`src/rtl/sbotp_defines.vh`:
```
// Shared constants of the synchronous burst read port.
// Assumes inclusion by bare name from each design file of the block that uses it.
`ifndef SBOTP_DEFINES_VH
`define SBOTP_DEFINES_VH

// ****************************************************************
// Mode register layout, loaded from multiplexed_addr
// ****************************************************************
`define SBOTP_MODE_W 5
`define SBOTP_MODE_LAT_LSB 0
`define SBOTP_MODE_LAT_MSB 2
`define SBOTP_MODE_ORDER_BIT 3
`define SBOTP_MODE_LEN8_BIT 4
`define SBOTP_MODE_DEFAULT 5'h06

// ****************************************************************
// Register port map and field positions
// ****************************************************************
`define SBOTP_ADDR_W 4
`define SBOTP_REG_MODE 4'h0
`define SBOTP_REG_STATUS 4'h4
`define SBOTP_ST_BUSY_BIT 0
`define SBOTP_ST_SUSP_BIT 1
`define SBOTP_ST_PDOWN_BIT 2
`define SBOTP_ST_PROG_BIT 3
`define SBOTP_ST_X32_BIT 4
`define SBOTP_ST_ROW_LSB 16

// ****************************************************************
// Widths and counts
// ****************************************************************
`define SBOTP_ROW_W 13
`define SBOTP_COL_W 9
`define SBOTP_CORE_W 22
`define SBOTP_LAT_W 3
`define SBOTP_LAT_OFFSET 3'h2
`define SBOTP_BEATS4 4'h4
`define SBOTP_BEATS8 4'h8
`define SBOTP_ONE3 3'h1

`endif

```
`src/rtl/sbotp_sync3.v`:
```
// Three-stage synchroniser for a level arriving from outside sys_clk.
// Assumes a static or slowly changing level such as a mode strap.
`timescale 1ns/100ps

// ****************************************************************
// Synchroniser
// ****************************************************************
module sbotp_sync3 (
    input wire sys_clk,
    input wire resetn,
    input wire async_in,
    output reg sync_out
);
    reg stage1;
    reg stage2;
    reg stage3;

    // The output moves only when stages two and three agree, so a
    // metastable first stage can never leak into the result.
    always @(posedge sys_clk) begin
        if (!resetn) begin
            stage1 <= 1'b0;
            stage2 <= 1'b0;
            stage3 <= 1'b0;
            sync_out <= 1'b0;
        end else begin
            stage1 <= async_in;
            stage2 <= stage1;
            stage3 <= stage2;
            if (stage2 == stage3) begin
                sync_out <= stage3;
            end
        end
    end
endmodule // sbotp_sync3

```
`src/rtl/sbotp_burst_seq.v`:
```
// Column generator for one burst beat, sequential or interleaved.
// Assumes the burst length is 4 or 8 and beat index below it.
`timescale 1ns/100ps
`include "sbotp_defines.vh"

// ****************************************************************
// Burst order
// ****************************************************************
module sbotp_burst_seq (
    input wire [`SBOTP_COL_W-1:0] start_col,
    input wire [2:0] beat,
    input wire len8,
    input wire interleave,
    output reg [`SBOTP_COL_W-1:0] beat_col
);
    reg [2:0] wrap_mask;
    reg [2:0] low_bits;

    // Only the low bits inside the burst window move; the rest of the
    // column stays put so a burst never leaves its aligned block.
    always @* begin
        wrap_mask = len8 ? 3'h7 : 3'h3;
        if (interleave) begin
            low_bits = start_col[2:0] ^ beat;
        end else begin
            low_bits = start_col[2:0] + beat;
        end
        beat_col = {start_col[`SBOTP_COL_W-1:3],
                    (start_col[2:0] & ~wrap_mask) | (low_bits & wrap_mask)};
    end
endmodule // sbotp_burst_seq

```
`src/rtl/sbotp_read_port.v`:
```
// Synchronous burst read port of a one-time-programmable memory.
// Assumes the controller pins are driven from logic on sys_clk, the
// array answers core_addr with core_data within the same cycle, and a
// pad ring resolves read_data from the two output enables.
//
// Our own choices: the address-and-strobe port and the address map.
`timescale 1ns/100ps
`include "sbotp_defines.vh"

// What this block and its controller do
// All inputs captured on rising sys_clk only.
// Commands accepted only with select low.
// Gate low freezes the following clock cycle.
// Controller keeps gate high with commands.
// Gating gives clock suspend or power-down.
// Row half is thirteen address bits.
// Column eight bits x32, nine bits x16.
// Data driven only in read cycles.
// Output mask acts two cycles later.
// Width select at read picks organisation.
// Upper sixteen outputs off in x16.
// Burst read only with programming select low.
// Controller picks latency suited to clock.
// Bursts of 4 or 8, sequential/interleaved.
// No precharge or refresh, single bank.
// Mode register self-loads defaults at reset.
// First command is activate or mode load.
// Don't-care inputs are ignored.
// Strobe combination decodes the command.
module sbotp_read_port (
    input wire sys_clk,
    input wire resetn,
    input wire clock_gate_input,
    input wire device_select_n,
    input wire row_strobe_n,
    input wire column_strobe_n,
    input wire mode_load_strobe_n,
    input wire [`SBOTP_ROW_W-1:0] multiplexed_addr,
    input wire output_mask,
    input wire width_select,
    input wire programming_mode_select,
    output reg [31:0] read_data,
    output reg read_data_oe_lo,
    output reg read_data_oe_hi,
    output reg [`SBOTP_CORE_W-1:0] core_addr,
    input wire [31:0] core_data,
    input wire [`SBOTP_ADDR_W-1:0] reg_addr,
    input wire [31:0] reg_wdata,
    input wire reg_wr,
    input wire reg_rd,
    output reg [31:0] reg_rdata
);
    // ************************************************************
    // States
    // ************************************************************
    localparam [2:0] ST_IDLE = 3'b001;
    localparam [2:0] ST_WAIT = 3'b010;
    localparam [2:0] ST_BURST = 3'b100;

    // Sequencer state, latched command fields and the beat pipeline.
    reg [2:0] state;
    reg [2:0] next_state;
    reg clk_en;
    reg [`SBOTP_MODE_W-1:0] mode;
    reg [`SBOTP_ROW_W-1:0] row;
    reg [`SBOTP_COL_W-1:0] start_col;
    reg x32;
    reg [`SBOTP_LAT_W-1:0] wait_cnt;
    reg [3:0] beat;
    reg fetch_valid;
    reg fetch_half;
    reg mask_q;
    // Decoded commands and values derived from the mode register.
    wire prog_mode;
    wire [`SBOTP_COL_W-1:0] beat_col;
    wire accept;
    wire cmd_mode;
    wire cmd_row;
    wire cmd_read;
    wire [3:0] burst_len;
    wire issue;
    wire [`SBOTP_COL_W-1:0] col_in;
    wire [`SBOTP_LAT_W-1:0] latency;

    // ************************************************************
    // Submodules
    // ************************************************************
    // The strap comes from a board pin, so it crosses into sys_clk.
    sbotp_sync3 u_prog_sync (
        .sys_clk(sys_clk),
        .resetn(resetn),
        .async_in(programming_mode_select),
        .sync_out(prog_mode)
    );

    sbotp_burst_seq u_seq (
        .start_col(start_col),
        .beat(beat[2:0]),
        .len8(mode[`SBOTP_MODE_LEN8_BIT]),
        .interleave(mode[`SBOTP_MODE_ORDER_BIT]),
        .beat_col(beat_col)
    );

    // ************************************************************
    // Clock gate and command decode
    // ************************************************************
    // The gate sampled at one edge decides whether the next edge
    // advances anything, which freezes exactly the following cycle.
    always @(posedge sys_clk) begin
        if (!resetn) begin
            clk_en <= 1'b1;
        end else begin
            clk_en <= clock_gate_input;
        end
    end

    // A command needs the previous gate high and select low; the
    // controller guarantees the gate during command cycles.
    assign accept = clk_en && !device_select_n && !prog_mode;
    // Only the three strobes are decoded; every other pin level is
    // left unread here.
    assign cmd_mode = accept && !row_strobe_n && !column_strobe_n
                      && !mode_load_strobe_n;
    assign cmd_row = accept && !row_strobe_n && column_strobe_n
                     && mode_load_strobe_n;
    assign cmd_read = accept && row_strobe_n && !column_strobe_n
                      && mode_load_strobe_n;
    // In x32 the ninth column bit is not part of the address.
    assign col_in = width_select ?
                    {1'b0, multiplexed_addr[`SBOTP_COL_W-2:0]} :
                    multiplexed_addr[`SBOTP_COL_W-1:0];
    assign burst_len = mode[`SBOTP_MODE_LEN8_BIT] ?
                       `SBOTP_BEATS8 : `SBOTP_BEATS4;
    // Latencies below three are not supported; the host picks 4 to 6.
    assign latency = mode[`SBOTP_MODE_LAT_MSB:`SBOTP_MODE_LAT_LSB];
    // One fetch leaves on the last wait cycle and on each later beat;
    // a frozen cycle issues none, which stretches the burst by one.
    assign issue = clk_en && (((state == ST_WAIT)
                   && (wait_cnt <= `SBOTP_ONE3))
                   || ((state == ST_BURST) && (beat < burst_len)));

    // ************************************************************
    // Mode register and address latches
    // ************************************************************
    // Reset stands in for power-on: defaults load with no sequence.
    always @(posedge sys_clk) begin
        if (!resetn) begin
            mode <= `SBOTP_MODE_DEFAULT;
            row <= {`SBOTP_ROW_W{1'b0}};
            start_col <= {`SBOTP_COL_W{1'b0}};
            x32 <= 1'b0;
        end else begin
            // A pin mode load wins over a register write in one cycle.
            if (cmd_mode) begin
                mode <= multiplexed_addr[`SBOTP_MODE_W-1:0];
            end else if (reg_wr && (reg_addr == `SBOTP_REG_MODE)) begin
                mode <= reg_wdata[`SBOTP_MODE_W-1:0];
            end
            if (cmd_row) begin
                row <= multiplexed_addr;
            end
            if (cmd_read) begin
                start_col <= col_in;
                x32 <= width_select;
            end
        end
    end

    // ************************************************************
    // Burst sequencer
    // ************************************************************
    // A new read restarts the burst; programming mode aborts it.
    always @* begin
        next_state = state;
        case (state)
            ST_IDLE: begin
                if (cmd_read) begin
                    next_state = ST_WAIT;
                end
            end
            ST_WAIT: begin
                if (cmd_read) begin
                    next_state = ST_WAIT;
                end else if (issue) begin
                    next_state = ST_BURST;
                end
            end
            ST_BURST: begin
                if (cmd_read) begin
                    next_state = ST_WAIT;
                end else if (clk_en && (beat >= burst_len)) begin
                    next_state = ST_IDLE;
                end
            end
            default: begin
                next_state = ST_IDLE;
            end
        endcase
        if (prog_mode) begin
            next_state = ST_IDLE;
        end
    end

    // Frozen cycles hold every stage, which is the clock suspend.
    always @(posedge sys_clk) begin
        if (!resetn) begin
            state <= ST_IDLE;
            wait_cnt <= {`SBOTP_LAT_W{1'b0}};
            beat <= 4'h0;
            core_addr <= {`SBOTP_CORE_W{1'b0}};
            fetch_valid <= 1'b0;
            fetch_half <= 1'b0;
        end else begin
            state <= next_state;
            if (cmd_read) begin
                // Two cycles of the latency go to array and output.
                wait_cnt <= latency - `SBOTP_LAT_OFFSET;
                beat <= 4'h0;
            end else if (clk_en && (state == ST_WAIT)) begin
                wait_cnt <= wait_cnt - `SBOTP_ONE3;
            end
            if (clk_en) begin
                fetch_valid <= issue && !prog_mode && !cmd_read;
                if (issue && !cmd_read) begin
                    beat <= beat + 4'h1;
                    if (x32) begin
                        core_addr <= {row, beat_col[`SBOTP_COL_W-2:0],
                                      1'b0};
                    end else begin
                        core_addr <= {row, beat_col};
                    end
                    // The odd word of an x16 pair sits in the upper lanes.
                    fetch_half <= !x32 && beat_col[0];
                end
            end
        end
    end

    // ************************************************************
    // Output stage
    // ************************************************************
    // The mask is taken at one edge and gates the enable set at the
    // next, so the data the host samples two edges on are hidden.
    always @(posedge sys_clk) begin
        if (!resetn) begin
            mask_q <= 1'b0;
            read_data <= 32'h0000_0000;
            read_data_oe_lo <= 1'b0;
            read_data_oe_hi <= 1'b0;
        end else if (prog_mode) begin
            read_data_oe_lo <= 1'b0;
            read_data_oe_hi <= 1'b0;
        end else if (clk_en) begin
            mask_q <= output_mask;
            // Data still arriving from the array is loaded into read_data even when
            // masked, so unmasking mid-burst costs no refetch.
            if (fetch_valid) begin
                // In x16 the upper lanes read zero behind their enable.
                if (fetch_half) begin
                    read_data <= {16'h0000, core_data[31:16]};
                end else if (x32) begin
                    read_data <= core_data;
                end else begin
                    read_data <= {16'h0000, core_data[15:0]};
                end
            end
            read_data_oe_lo <= fetch_valid && !mask_q;
            read_data_oe_hi <= fetch_valid && !mask_q && x32;
        end
    end

    // ************************************************************
    // Register port
    // ************************************************************
    // Reads answer one cycle later; unmapped addresses read zero.
    always @(posedge sys_clk) begin
        if (!resetn) begin
            reg_rdata <= 32'h0000_0000;
        end else if (reg_rd) begin
            reg_rdata <= 32'h0000_0000;
            case (reg_addr)
                `SBOTP_REG_MODE: begin
                    reg_rdata[`SBOTP_MODE_W-1:0] <= mode;
                end
                // Status bits are snapshots and may change at the next edge.
                `SBOTP_REG_STATUS: begin
                    reg_rdata[`SBOTP_ST_BUSY_BIT] <= (state != ST_IDLE);
                    reg_rdata[`SBOTP_ST_SUSP_BIT] <= !clk_en
                                                   && (state != ST_IDLE);
                    reg_rdata[`SBOTP_ST_PDOWN_BIT] <= !clk_en
                                                    && (state == ST_IDLE);
                    reg_rdata[`SBOTP_ST_PROG_BIT] <= prog_mode;
                    reg_rdata[`SBOTP_ST_X32_BIT] <= x32;
                    reg_rdata[`SBOTP_ST_ROW_LSB+`SBOTP_ROW_W-1:
                              `SBOTP_ST_ROW_LSB] <= row;
                end
                default: begin
                    reg_rdata <= 32'h0000_0000;
                end
            endcase
        end else begin
            reg_rdata <= 32'h0000_0000;
        end
    end
endmodule // sbotp_read_port

```
`config.mk`:
```
export PLATFORM = sky130hd
export DESIGN_NAME = sbotp_read_port
export DESIGN_NICKNAME = d
export VERILOG_FILES = /design/src/rtl/sbotp_sync3.v /design/src/rtl/sbotp_burst_seq.v /design/src/rtl/sbotp_read_port.v
export VERILOG_INCLUDE_DIRS = /design/src /design/src/rtl
export SDC_FILE = /design/constraint.sdc
export NUM_CORES = 1
export LEC_CHECK = 0
export BUFFER_PORTS_ARGS = -buffer_cell sky130_fd_sc_hd__buf_4
export CAP_MARGIN = 20
export CORE_MARGIN = 4
export CORE_UTILIZATION = 45
export CTS_BUF_LIST = sky130_fd_sc_hd__clkbuf_8
export CTS_CLUSTER_SIZE = 8
export DETAILED_ROUTE_END_ITERATION = 8
export PLACE_DENSITY = 0.75
export SETUP_SLACK_MARGIN = 0.1
export SYNTH_ARGS = -nofsm -noshare
export SYNTH_HDL_FRONTEND = slang
export SYNTH_HIERARCHICAL = 1
export SYNTH_SLANG_ARGS = --single-unit
export TNS_END_PERCENT = 5
```
`constraint.sdc`:
```
create_clock -name sys_clk -period 2.4 [get_ports sys_clk]
set_clock_uncertainty 0.2 [all_clocks]
set_input_delay 0.12 -clock sys_clk [delete_from_list [all_inputs] [get_ports sys_clk]]
set_output_delay 0.12 -clock sys_clk [all_outputs]
set_load 0.02 [all_outputs]
```
Word level (Yosys, flattened, before mapping) --
Index checks and enable logic that the tools add are counted.
Word-level totals: output and inout bits 88, word-level logic and storage cells 110, bits in registers 134, input port bits 93
Operators by class: multiplexer cells 21, bitwise logic cells 7, equal/unequal tests 9, add/sub/neg operators 4, magnitude comparators 3, reductions and logical operators 44
Operator list (count):
- $mux 32 | 2
- $mux 3 | 9
- $logic_and 1x1->1 | 24
- $mux 9 | 2
- $mux 4 | 4
- $mux 5 | 2
- $pmux 5 s2 | 1
- $logic_not 1->1 | 9
- $pmux 3 s3 | 1
- $reduce_and 3->1 | 3
- $and 3x3->3 | 2
- $reduce_and 2->1 | 3
- $add 4x1->4 const B | 1
- $eq 4x3->1 const B | 1
- $ge 4x4->1 | 1
- $logic_not 4->1 | 1
- $lt 4x4->1 | 1
- $reduce_bool 2->1 | 2
- $add 3x3->3 | 1
- $eq 3x1->1 const B | 1
- $eq 3x2->1 const B | 1
- $eq 3x3->1 const B | 1
- $le 3x1->1 const B | 1
- $ne 3x1->1 const B | 1
- 12 further kinds | 13

Longest topological paths before layout --
Gate-level depths: netlist (run 1).
depth after elaboration 10, depth in mapped cells 9, gate-level depth less buffers 9

By module --
The synthesis (run 1) kept the hierarchy.
Modules (own cells, without submodules):
- sbotp_read_port | cells each 537, area each 4988.5 um^2, instances 1, sequential area each 2302.2 um^2
- sbotp_burst_seq | cells each 19, area each 145.1 um^2, instances 1, sequential area each 0.0 um^2
- sbotp_sync3 | cells each 10, area each 116.4 um^2, instances 1, sequential area each 80.1 um^2

Worst setup path before layout (run 1) --
OpenSTA, ideal clock, no wires.
path kind register to register, start point register beat[0], end point register core_addr[3], cell stages (with the launch flop) 10, period minus slack after synthesis 2.001 ns, setup slack 0.399 ns, required time 2.075 ns, setup time 0.125 ns, arrival 1.676 ns, buffers on the path 0, path through dfxtp_1 -> ha_1 -> inv_1 -> fa_1 -> o21a_1 -> o21ai_1 -> xnor2_1 -> mux2_2 -> nand2_1 -> mux2i_1
Between the ends: elaborated cells on any way between the ends 11, those cells by class add/sub: 1; order compare: 1; mux: 2; bitwise: 2; reduce/logical: 5
RTL lines:
- start, declared | line sbotp_read_port.v:69 | reg [3:0] beat;
- start signal, assigned | line sbotp_read_port.v:225 | beat <= beat + 4'h1;
- $add 3x3->3 | line sbotp_burst_seq.v:26 | low_bits = start_col[2:0] + beat;
- $mux 3 | line sbotp_burst_seq.v:23 | if (interleave) begin
- $and 3x3->3 | line sbotp_burst_seq.v:29 | (start_col[2:0] & ~wrap_mask) | (low_bits & wrap_mask)};
- $or 3x3->3 | line sbotp_burst_seq.v:29
- net beat_col[2] | line sbotp_read_port.v:75 | wire [`SBOTP_COL_W-1:0] beat_col;
- $mux 9 | line sbotp_read_port.v:226 | if (x32) begin
- end signal, assigned | line sbotp_read_port.v:210 | core_addr <= {`SBOTP_CORE_W{1'b0}};
- end signal, assigned | line sbotp_read_port.v:227 | core_addr <= {row, beat_col[`SBOTP_COL_W-2:0],
- end signal, assigned | line sbotp_read_port.v:230 | core_addr <= {row, beat_col};
- end, declared | line sbotp_read_port.v:45 | output reg [`SBOTP_CORE_W-1:0] core_addr,
The timed path passes the listed nets, and every way through them passes these cells. A chain may end at the register's enable or synchronous reset.

Worst setup path after layout (run 1) --
start point register u_prog_sync.sync_out, end point register mode[2]
Between the ends: cells in the longest elaborated chain, start to end 6, elaborated cells on any way between the ends 7, those cells by class mux: 1; reduce/logical: 6
RTL lines:
- start, declared | line sbotp_sync3.v:12 | output reg sync_out
- start signal, assigned | line sbotp_sync3.v:31 | sync_out <= stage3;
- $logic_not 1->1 (*) | line sbotp_read_port.v:119 | assign accept = clk_en && !device_select_n && !prog_mode;
- $logic_and 1x1->1 (*) | line sbotp_read_port.v:119
- $logic_and 1x1->1 (*) (2 in a row) | line sbotp_read_port.v:122 | assign cmd_mode = accept && !row_strobe_n && !column_strobe_n
- $logic_and 1x1->1 (*) | line sbotp_read_port.v:123 | && !mode_load_strobe_n;
- $mux 5 or $reduce_bool 2->1 (tied branches)
- end signal, assigned | line sbotp_read_port.v:148 | mode <= `SBOTP_MODE_DEFAULT;
- end signal, assigned | line sbotp_read_port.v:155 | mode <= multiplexed_addr[`SBOTP_MODE_W-1:0];
- end signal, assigned | line sbotp_read_port.v:157 | mode <= reg_wdata[`SBOTP_MODE_W-1:0];
- end, declared | line sbotp_read_port.v:64 | reg [`SBOTP_MODE_W-1:0] mode;
Every way passes the cells marked *; elsewhere a longest branch is shown, timed or not.

==> impl_metrics.toml, run 1 <==
[outcome]
status = "complete, no violations"

[setup_path]
r2r-start = "u_prog_sync/sync_out"
crit_required_ns = 2.57
timing.rr.end = "mode[2]"
reg2reg_slack_ns = 0.16
crit_path_end_kind = "flip-flop"
worst_setup_path_start_kind = "flip-flop"
cp.arrival_ns = 2.41
cp_max_fo = 8
crit_type = "reg2reg"
reg2regPathDepth = 5

[route]
initialDrtViolationCount = 211
drt-wirelength-per-cell_um = 15.04
wirelength_um = 13710
vias_per_cell = 5.003
ant_nets = 0
drc = 0
drtPass1Iterations = 5
dr_total_vias = 4563

[clocking]
root_buffer = "clkbuf_8"
cts.sinks = 119
path_clk_slew_ns = 0.08
cts_tree = "done"
cts_max_level = 4
cts_max_path_buffers = 2
clk_latency_ns = 0.43
postCtsSetupBuffers = 0
cts_buffers = 17

[placed_design]
placed_cells = 816
place_hpwl_um = 9054
gp_congestion = 0.8226
io_buffers = 139
post-place-ws_ns = 0.2933

[min_path]
hold_class = "in2reg"
min_from = "row_strobe_n"
min_path_cells = 4
holdPathEnd = "wait_cnt[2]"

[sta]
setup-tns-final_ns = 0
hold_viol_final = 0
slew-limit-headroom_pct = 60.64
drv_slew = 0
tightest_slew_ns = 0.5896
finalCriticalPeriod_ns = 2.243
rsz0062_at_grt = "no"
finalCritPeriodShare_pct = 93.46
worst_slack_ns = 0.1570
setup_violations = 0
fmax_mhz = 445.8

[global_route]
overflow = 0
grt_max_degree = 82
antenna_found_initial = 0
grt_pass1_vias = 4536
grt_use_total_pct = 20.44
grt_pass1_wl_um = 21760

[pwr]
switchingPower_uw = 1013
leakage_uw = 0.003234
clock_power_share_pct = 45.9
ir_drop_mv = 0.3949
total_power_uw = 4333
pwr-share-seq_pct = 46.3
swShare_pct = 23.39
power_frac_comb_pct = 7.8
p_per_area_nw_per_um2 = 585.2
p_int_uw = 3320

[cells_and_area]
final_cell_count_no_fill = 912
fill_cells = 918
register_area_sq_um = 2382
multi_input_area_sq_um = 2541
drive_above_1_share_pct = 26.17
finalNetCount = 856
area_growth_pct = 41.02
final_common_cell = "buf_4"
mostFrequentLayoutCells = "150 x buf_4, 119 x dfxtp_1, 106 x nand2_1"

[yosys]
synth_edf_count = 0
syn_area_sq_um = 5250
synth_cell_types = 49
synth_area_per_cell_sq_um = 9.276
synthCells = 566
synth_seq_area_share_pct = 45.38
ys_async_sr_fraction_pct = 0
synth_flop_cell = "dfxtp_1"
ys_seq_elements = 119
yosys_warnings = 6

[floorplan]
start_util_pct = 45.98
row_count = 39
coreArea_sq_um = 11420
die-area_sq_um = 13460
ios = 181
die_x_um = 116.0
die_h_um = 116.0

[run]
max-cap-violations = 0
==> final cells by class <==
type	count	area share, %
Antenna cell	1	0.03380
Clock buffer	17	3.160
Clock inverter	15	2.738
Inverter	12	0.6084
Multi-Input combinational cell	389	34.32
Sequential cell	119	32.18
Tap cell	143	2.417
Timing Repair Buffer	216	24.54
==> critical path, stage by stage, from the launching register on <==
cell and delay, ns:
dfxtp_1 0.41, or4b_4 0.59, nor3_2 0.20, a311oi_1 0.08
dlygate4sd3_1 0.60, o21ai_1 0.11
==> flip-flops by register name, summed over array words and instances (netlist names), 4 cells and up <==
signal / count
row: 13
read_data: 32
core_addr: 22
reg_rdata: 18
mode: 5
start_col: 9
beat: 4
==> kinds of logic (layout without fill, tap and decap cells) <==
| logic type | after synthesis | after routing | share of synthesized area [%] |
|---|---|---|---|
| compound gates | 83 | 83 | 11.80 |
| xor+xnor | 4 | 4 | 0.6674 |
| flops | 119 | 119 | 45.38 |
| mux | 69 | 69 | 13.35 |
| other cells | 1 | 15 | 0.07143 |
| buf+inv | 71 | 260 | 7.245 |
| fa+ha+maj | 8 | 8 | 2.050 |
| simple gates | 211 | 211 | 19.45 |
==> what timing repair did <==
item                                    CTS  global route
endpoints found under the setup margin    0             1
gates resized for setup                   0             1
hold buffers                             63             0
hold endpoints to repair                 69             0
==> power groups by stage <==
stage | Sequential [uW] | Combinational [uW] | Clock [uW]
after floorplan | 2050 | 152 | 0
after global placement | 2050 | 246 | 0
after detailed placement | 2050 | 251 | 0
after CTS | 2010 | 334 | 2030
after global routing | 2010 | 366 | 2130
final | 2010 | 338 | 1990
==> synthesized netlist by cell type, types with 4 or more instances <==
library cell | instances | area (sq um)
a21oi_1 | 12 | 60.06
and2_1 | 17 | 106.4
mux2i_1 | 61 | 610.6
inv_1 | 12 | 45.04
o211a_1 | 17 | 170.2
buf_4 | 21 | 157.7
o21ai_1 | 7 | 35.03
clkbuf_1 | 23 | 86.33
nor2_1 | 14 | 52.55
nor3_1 | 8 | 40.04
nor2b_1 | 21 | 131.4
nand2b_1 | 4 | 25.02
nand3b_1 | 4 | 30.03
o21ai_0 | 4 | 20.02
mux2_2 | 8 | 90.09
a21boi_0 | 27 | 202.7
buf_2 | 10 | 50.05
dfxtp_1 | 119 | 2382
ha_1 | 7 | 87.58
nand2_1 | 106 | 397.9
a211oi_1 | 4 | 30.03
nand3_1 | 22 | 110.1
==> how the worst max path moves through the flow <==
stage	start	endpoint	slack (ns)
CTS	u_prog_sync/sync_out	mode[2]	0.15
finish	u_prog_sync/sync_out	mode[2]	0.16
detailed placement	beat[0]	core_addr[3]	0.29
global route	u_prog_sync/sync_out	mode[2]	0.09
floorplan	beat[0]	core_addr[3]	0.40
global placement	beat[0]	core_addr[3]	0.32
==> routing by layer <==
| metal | GRT usage, % | vias to the layer above | wire length, um |
|---|---|---|---|
| li1 | - | 2267 | - |
| met1 | 25.22 | 2145 | 5759 |
| met2 | 33.68 | 122 | 6988 |
| met3 | 5.431 | 29 | 605 |
| met4 | 8.817 | 0 | 361 |
| met5 | 0 | - | 0 |
==> per-stage QoR <==
| step | area (sq um) | hold slack [ns] | utilization (%) |
|---|---|---|---|
| after floorplan | 5299 | 0.02147 | - |
| after global placement | 6329 | 0.1116 | 55.42 |
| after detailed placement | 6329 | 0.1112 | 55.42 |
| after CTS | 7396 | 0.01978 | 64.77 |
| after global routing | 7401 | 0.05768 | 64.81 |
| final | 7403 | 0.04480 | 64.84 |
No activity file was read; power rests on OpenSTA's default activity.
==> run 2, diff against run 1 <==
Settings changed: PLACE_DENSITY 0.75 to 0.78.
Clock period 2.4 ns to 1.9 ns, I/O delays scaled along.
==> run 2 against run 1 <==
Net effect:
- the run now ends with negative hold slack, negative setup slack left
- utilization up 3.0 points
- fmax up 7.3%
- sequential share of layout area down 1.3 points
- sequential cell count unchanged
- die area is the same
- register-to-register slack worse by 0.35 ns
- global-route usage grew 1.8 points
- highest routed layer unchanged
==> impl_metrics.toml, run 2 (same netlist as run 1, synthesis figures left out) <==
[outcome]
status = "complete, but fails checks"
violations = "negative hold slack, negative setup slack"

[sta]
tightest_slew_ns = 0.9589
finalCriticalPeriod_ns = 2.091
drv_slew = 0
setup_violations = 3
worst_slack_ns = -0.1906
rsz0062_at_grt = "yes"
fmax_mhz = 478.3
hold_viol_final = 2
whs_ns = -0.003018
slew-limit-headroom_pct = 36.08
finalCritPeriodShare_pct = 110.0

[floorplan]
die_x_um = 116.0
row_count = 39
die-area_sq_um = 13460
die_h_um = 116.0
ios = 181
coreArea_sq_um = 11420
start_util_pct = 45.98

[cells_and_area]
top_register = "read_data"
final_common_cell = "buf_4"
antennaDiodeCount = 0
post-route-util_pct = 67.85
drive_above_1_share_pct = 31.27
reg.largest.list = "read_data x32, core_addr x22, reg_rdata x18"
final_cell_count_no_fill = 936
mostFrequentLayoutCells = "160 x buf_4, 113 x dfxtp_1, 103 x nand2_1"
finalNetCount = 881
largest_register_ffs = 32
area_growth_pct = 47.57

[route]
drt-wirelength-per-cell_um = 16.28
drtPass1Iterations = 4
initialDrtViolationCount = 213
drc = 0
vias_per_cell = 5.150
dr_total_vias = 4820
wirelength_um = 15230
ant_nets = 0

[pwr]
pwr-share-seq_pct = 47.9
switchingPower_uw = 1312
p_per_area_nw_per_um2 = 683.8
ir_drop_mv = 0.5255
clock_power_share_pct = 43.2
swShare_pct = 24.76
p_int_uw = 3986
leakage_uw = 0.003372
power_frac_comb_pct = 8.9

[setup_path]
cp.arrival_ns = 2.21
worst_setup_path_start_kind = "flip-flop"
crit_path_end_kind = "flip-flop"
crit_required_ns = 2.02
crit_type = "reg2reg"
cp_max_fo = 2
reg2regPathDepth = 9

[clocking]
cts_tree = "done"
cts_max_level = 4
cts_buffers = 17
cts_max_path_buffers = 2
postCtsSetupBuffers = 0
cts.sinks = 119
path_clk_slew_ns = 0.08
root_buffer = "clkbuf_8"
clk_latency_ns = 0.43

[global_route]
grt_max_degree = 49
grt_use_total_pct = 22.24
grt_pass1_vias = 4906
overflow = 0
antenna_found_initial = 0
grt_pass1_wl_um = 23520

[placed_design]
gp_congestion = 0.7780
place_hpwl_um = 9369
io_buffers = 139
post-place-ws_ns = -0.1002
placed_cells = 828

[min_path]
min_path_cells = 4
hold_class = "in2reg"

[run]
max-cap-violations = 0
run 2: per-stage QoR:
step | setup TNS [ns] | area (sq um) | hold WS (ns) | total power [uW]
final | -0.3787 | 7747 | -0.003018 | 5298
after global routing | -0.5534 | 7747 | -0.02236 | 5500
after CTS | -0.2250 | 7596 | -0.05459 | 5313
after detailed placement | -0.1786 | 6422 | 0.1115 | 2919
after global placement | -0.07868 | 6422 | 0.1067 | 2910
after floorplan | -0.02235 | 5303 | -0.003529 | 2777
run 2: final timing paths:
kind                                          from            endpoint  slack [ns]
worst max register to register        start_col[0]        core_addr[2]       -0.19
worst min-delay path                        resetn        core_addr[4]      -0.003
worst min register to register  u_prog_sync/stage1  u_prog_sync/stage2        0.25
worst max-delay path                  start_col[0]        core_addr[2]       -0.19
run 2: power by group through the flow:
stage	logic [uW]	registers [uW]	clock network (uW)
floorplan	192	2580	0
global placement	322	2590	0
detailed placement	329	2590	0
CTS	447	2530	2330
global route	506	2540	2460
finish	474	2540	2290
run 2: area by class of cell:
| class | instances | area, sq um |
|---|---|---|
| clock buffer | 18 | 247.7 |
| clock inverter | 14 | 150.1 |
| inverter | 12 | 45.04 |
| timing repair buffer | 241 | 2051 |
| tap | 143 | 178.9 |
| multi-input combinational | 389 | 2685 |
| fill | 863 | 3671 |
| sequential | 119 | 2390 |
run 2: what timing repair did:
item | CTS | global route
pin swaps | 5 | 5
hold buffers | 73 | 3
gates resized for setup | 13 | 40
endpoints found under the hold margin | 83 | 9
setup endpoints to repair | 44 | 65
cloned | 0 | 0
run 2: layer usage:
layer	global-route usage [%]	vias to the layer above	routed length, um
met1	25.46	2318	6185
met4	12.06	0	498
met3	5.222	49	608
li1	-	2315	-
met2	38.28	138	7942
met5	0	-	0
run 2: critical path: stages, from the launching register on:
cell and delay (ns):
dfxtp_2 0.34, ha_1 0.14, inv_1 0.05, fa_2 0.35, o21a_1 0.19, o21ai_2 0.17, xnor2_2 0.10, mux2_4 0.29
nand2_2 0.07, mux2i_1 0.07
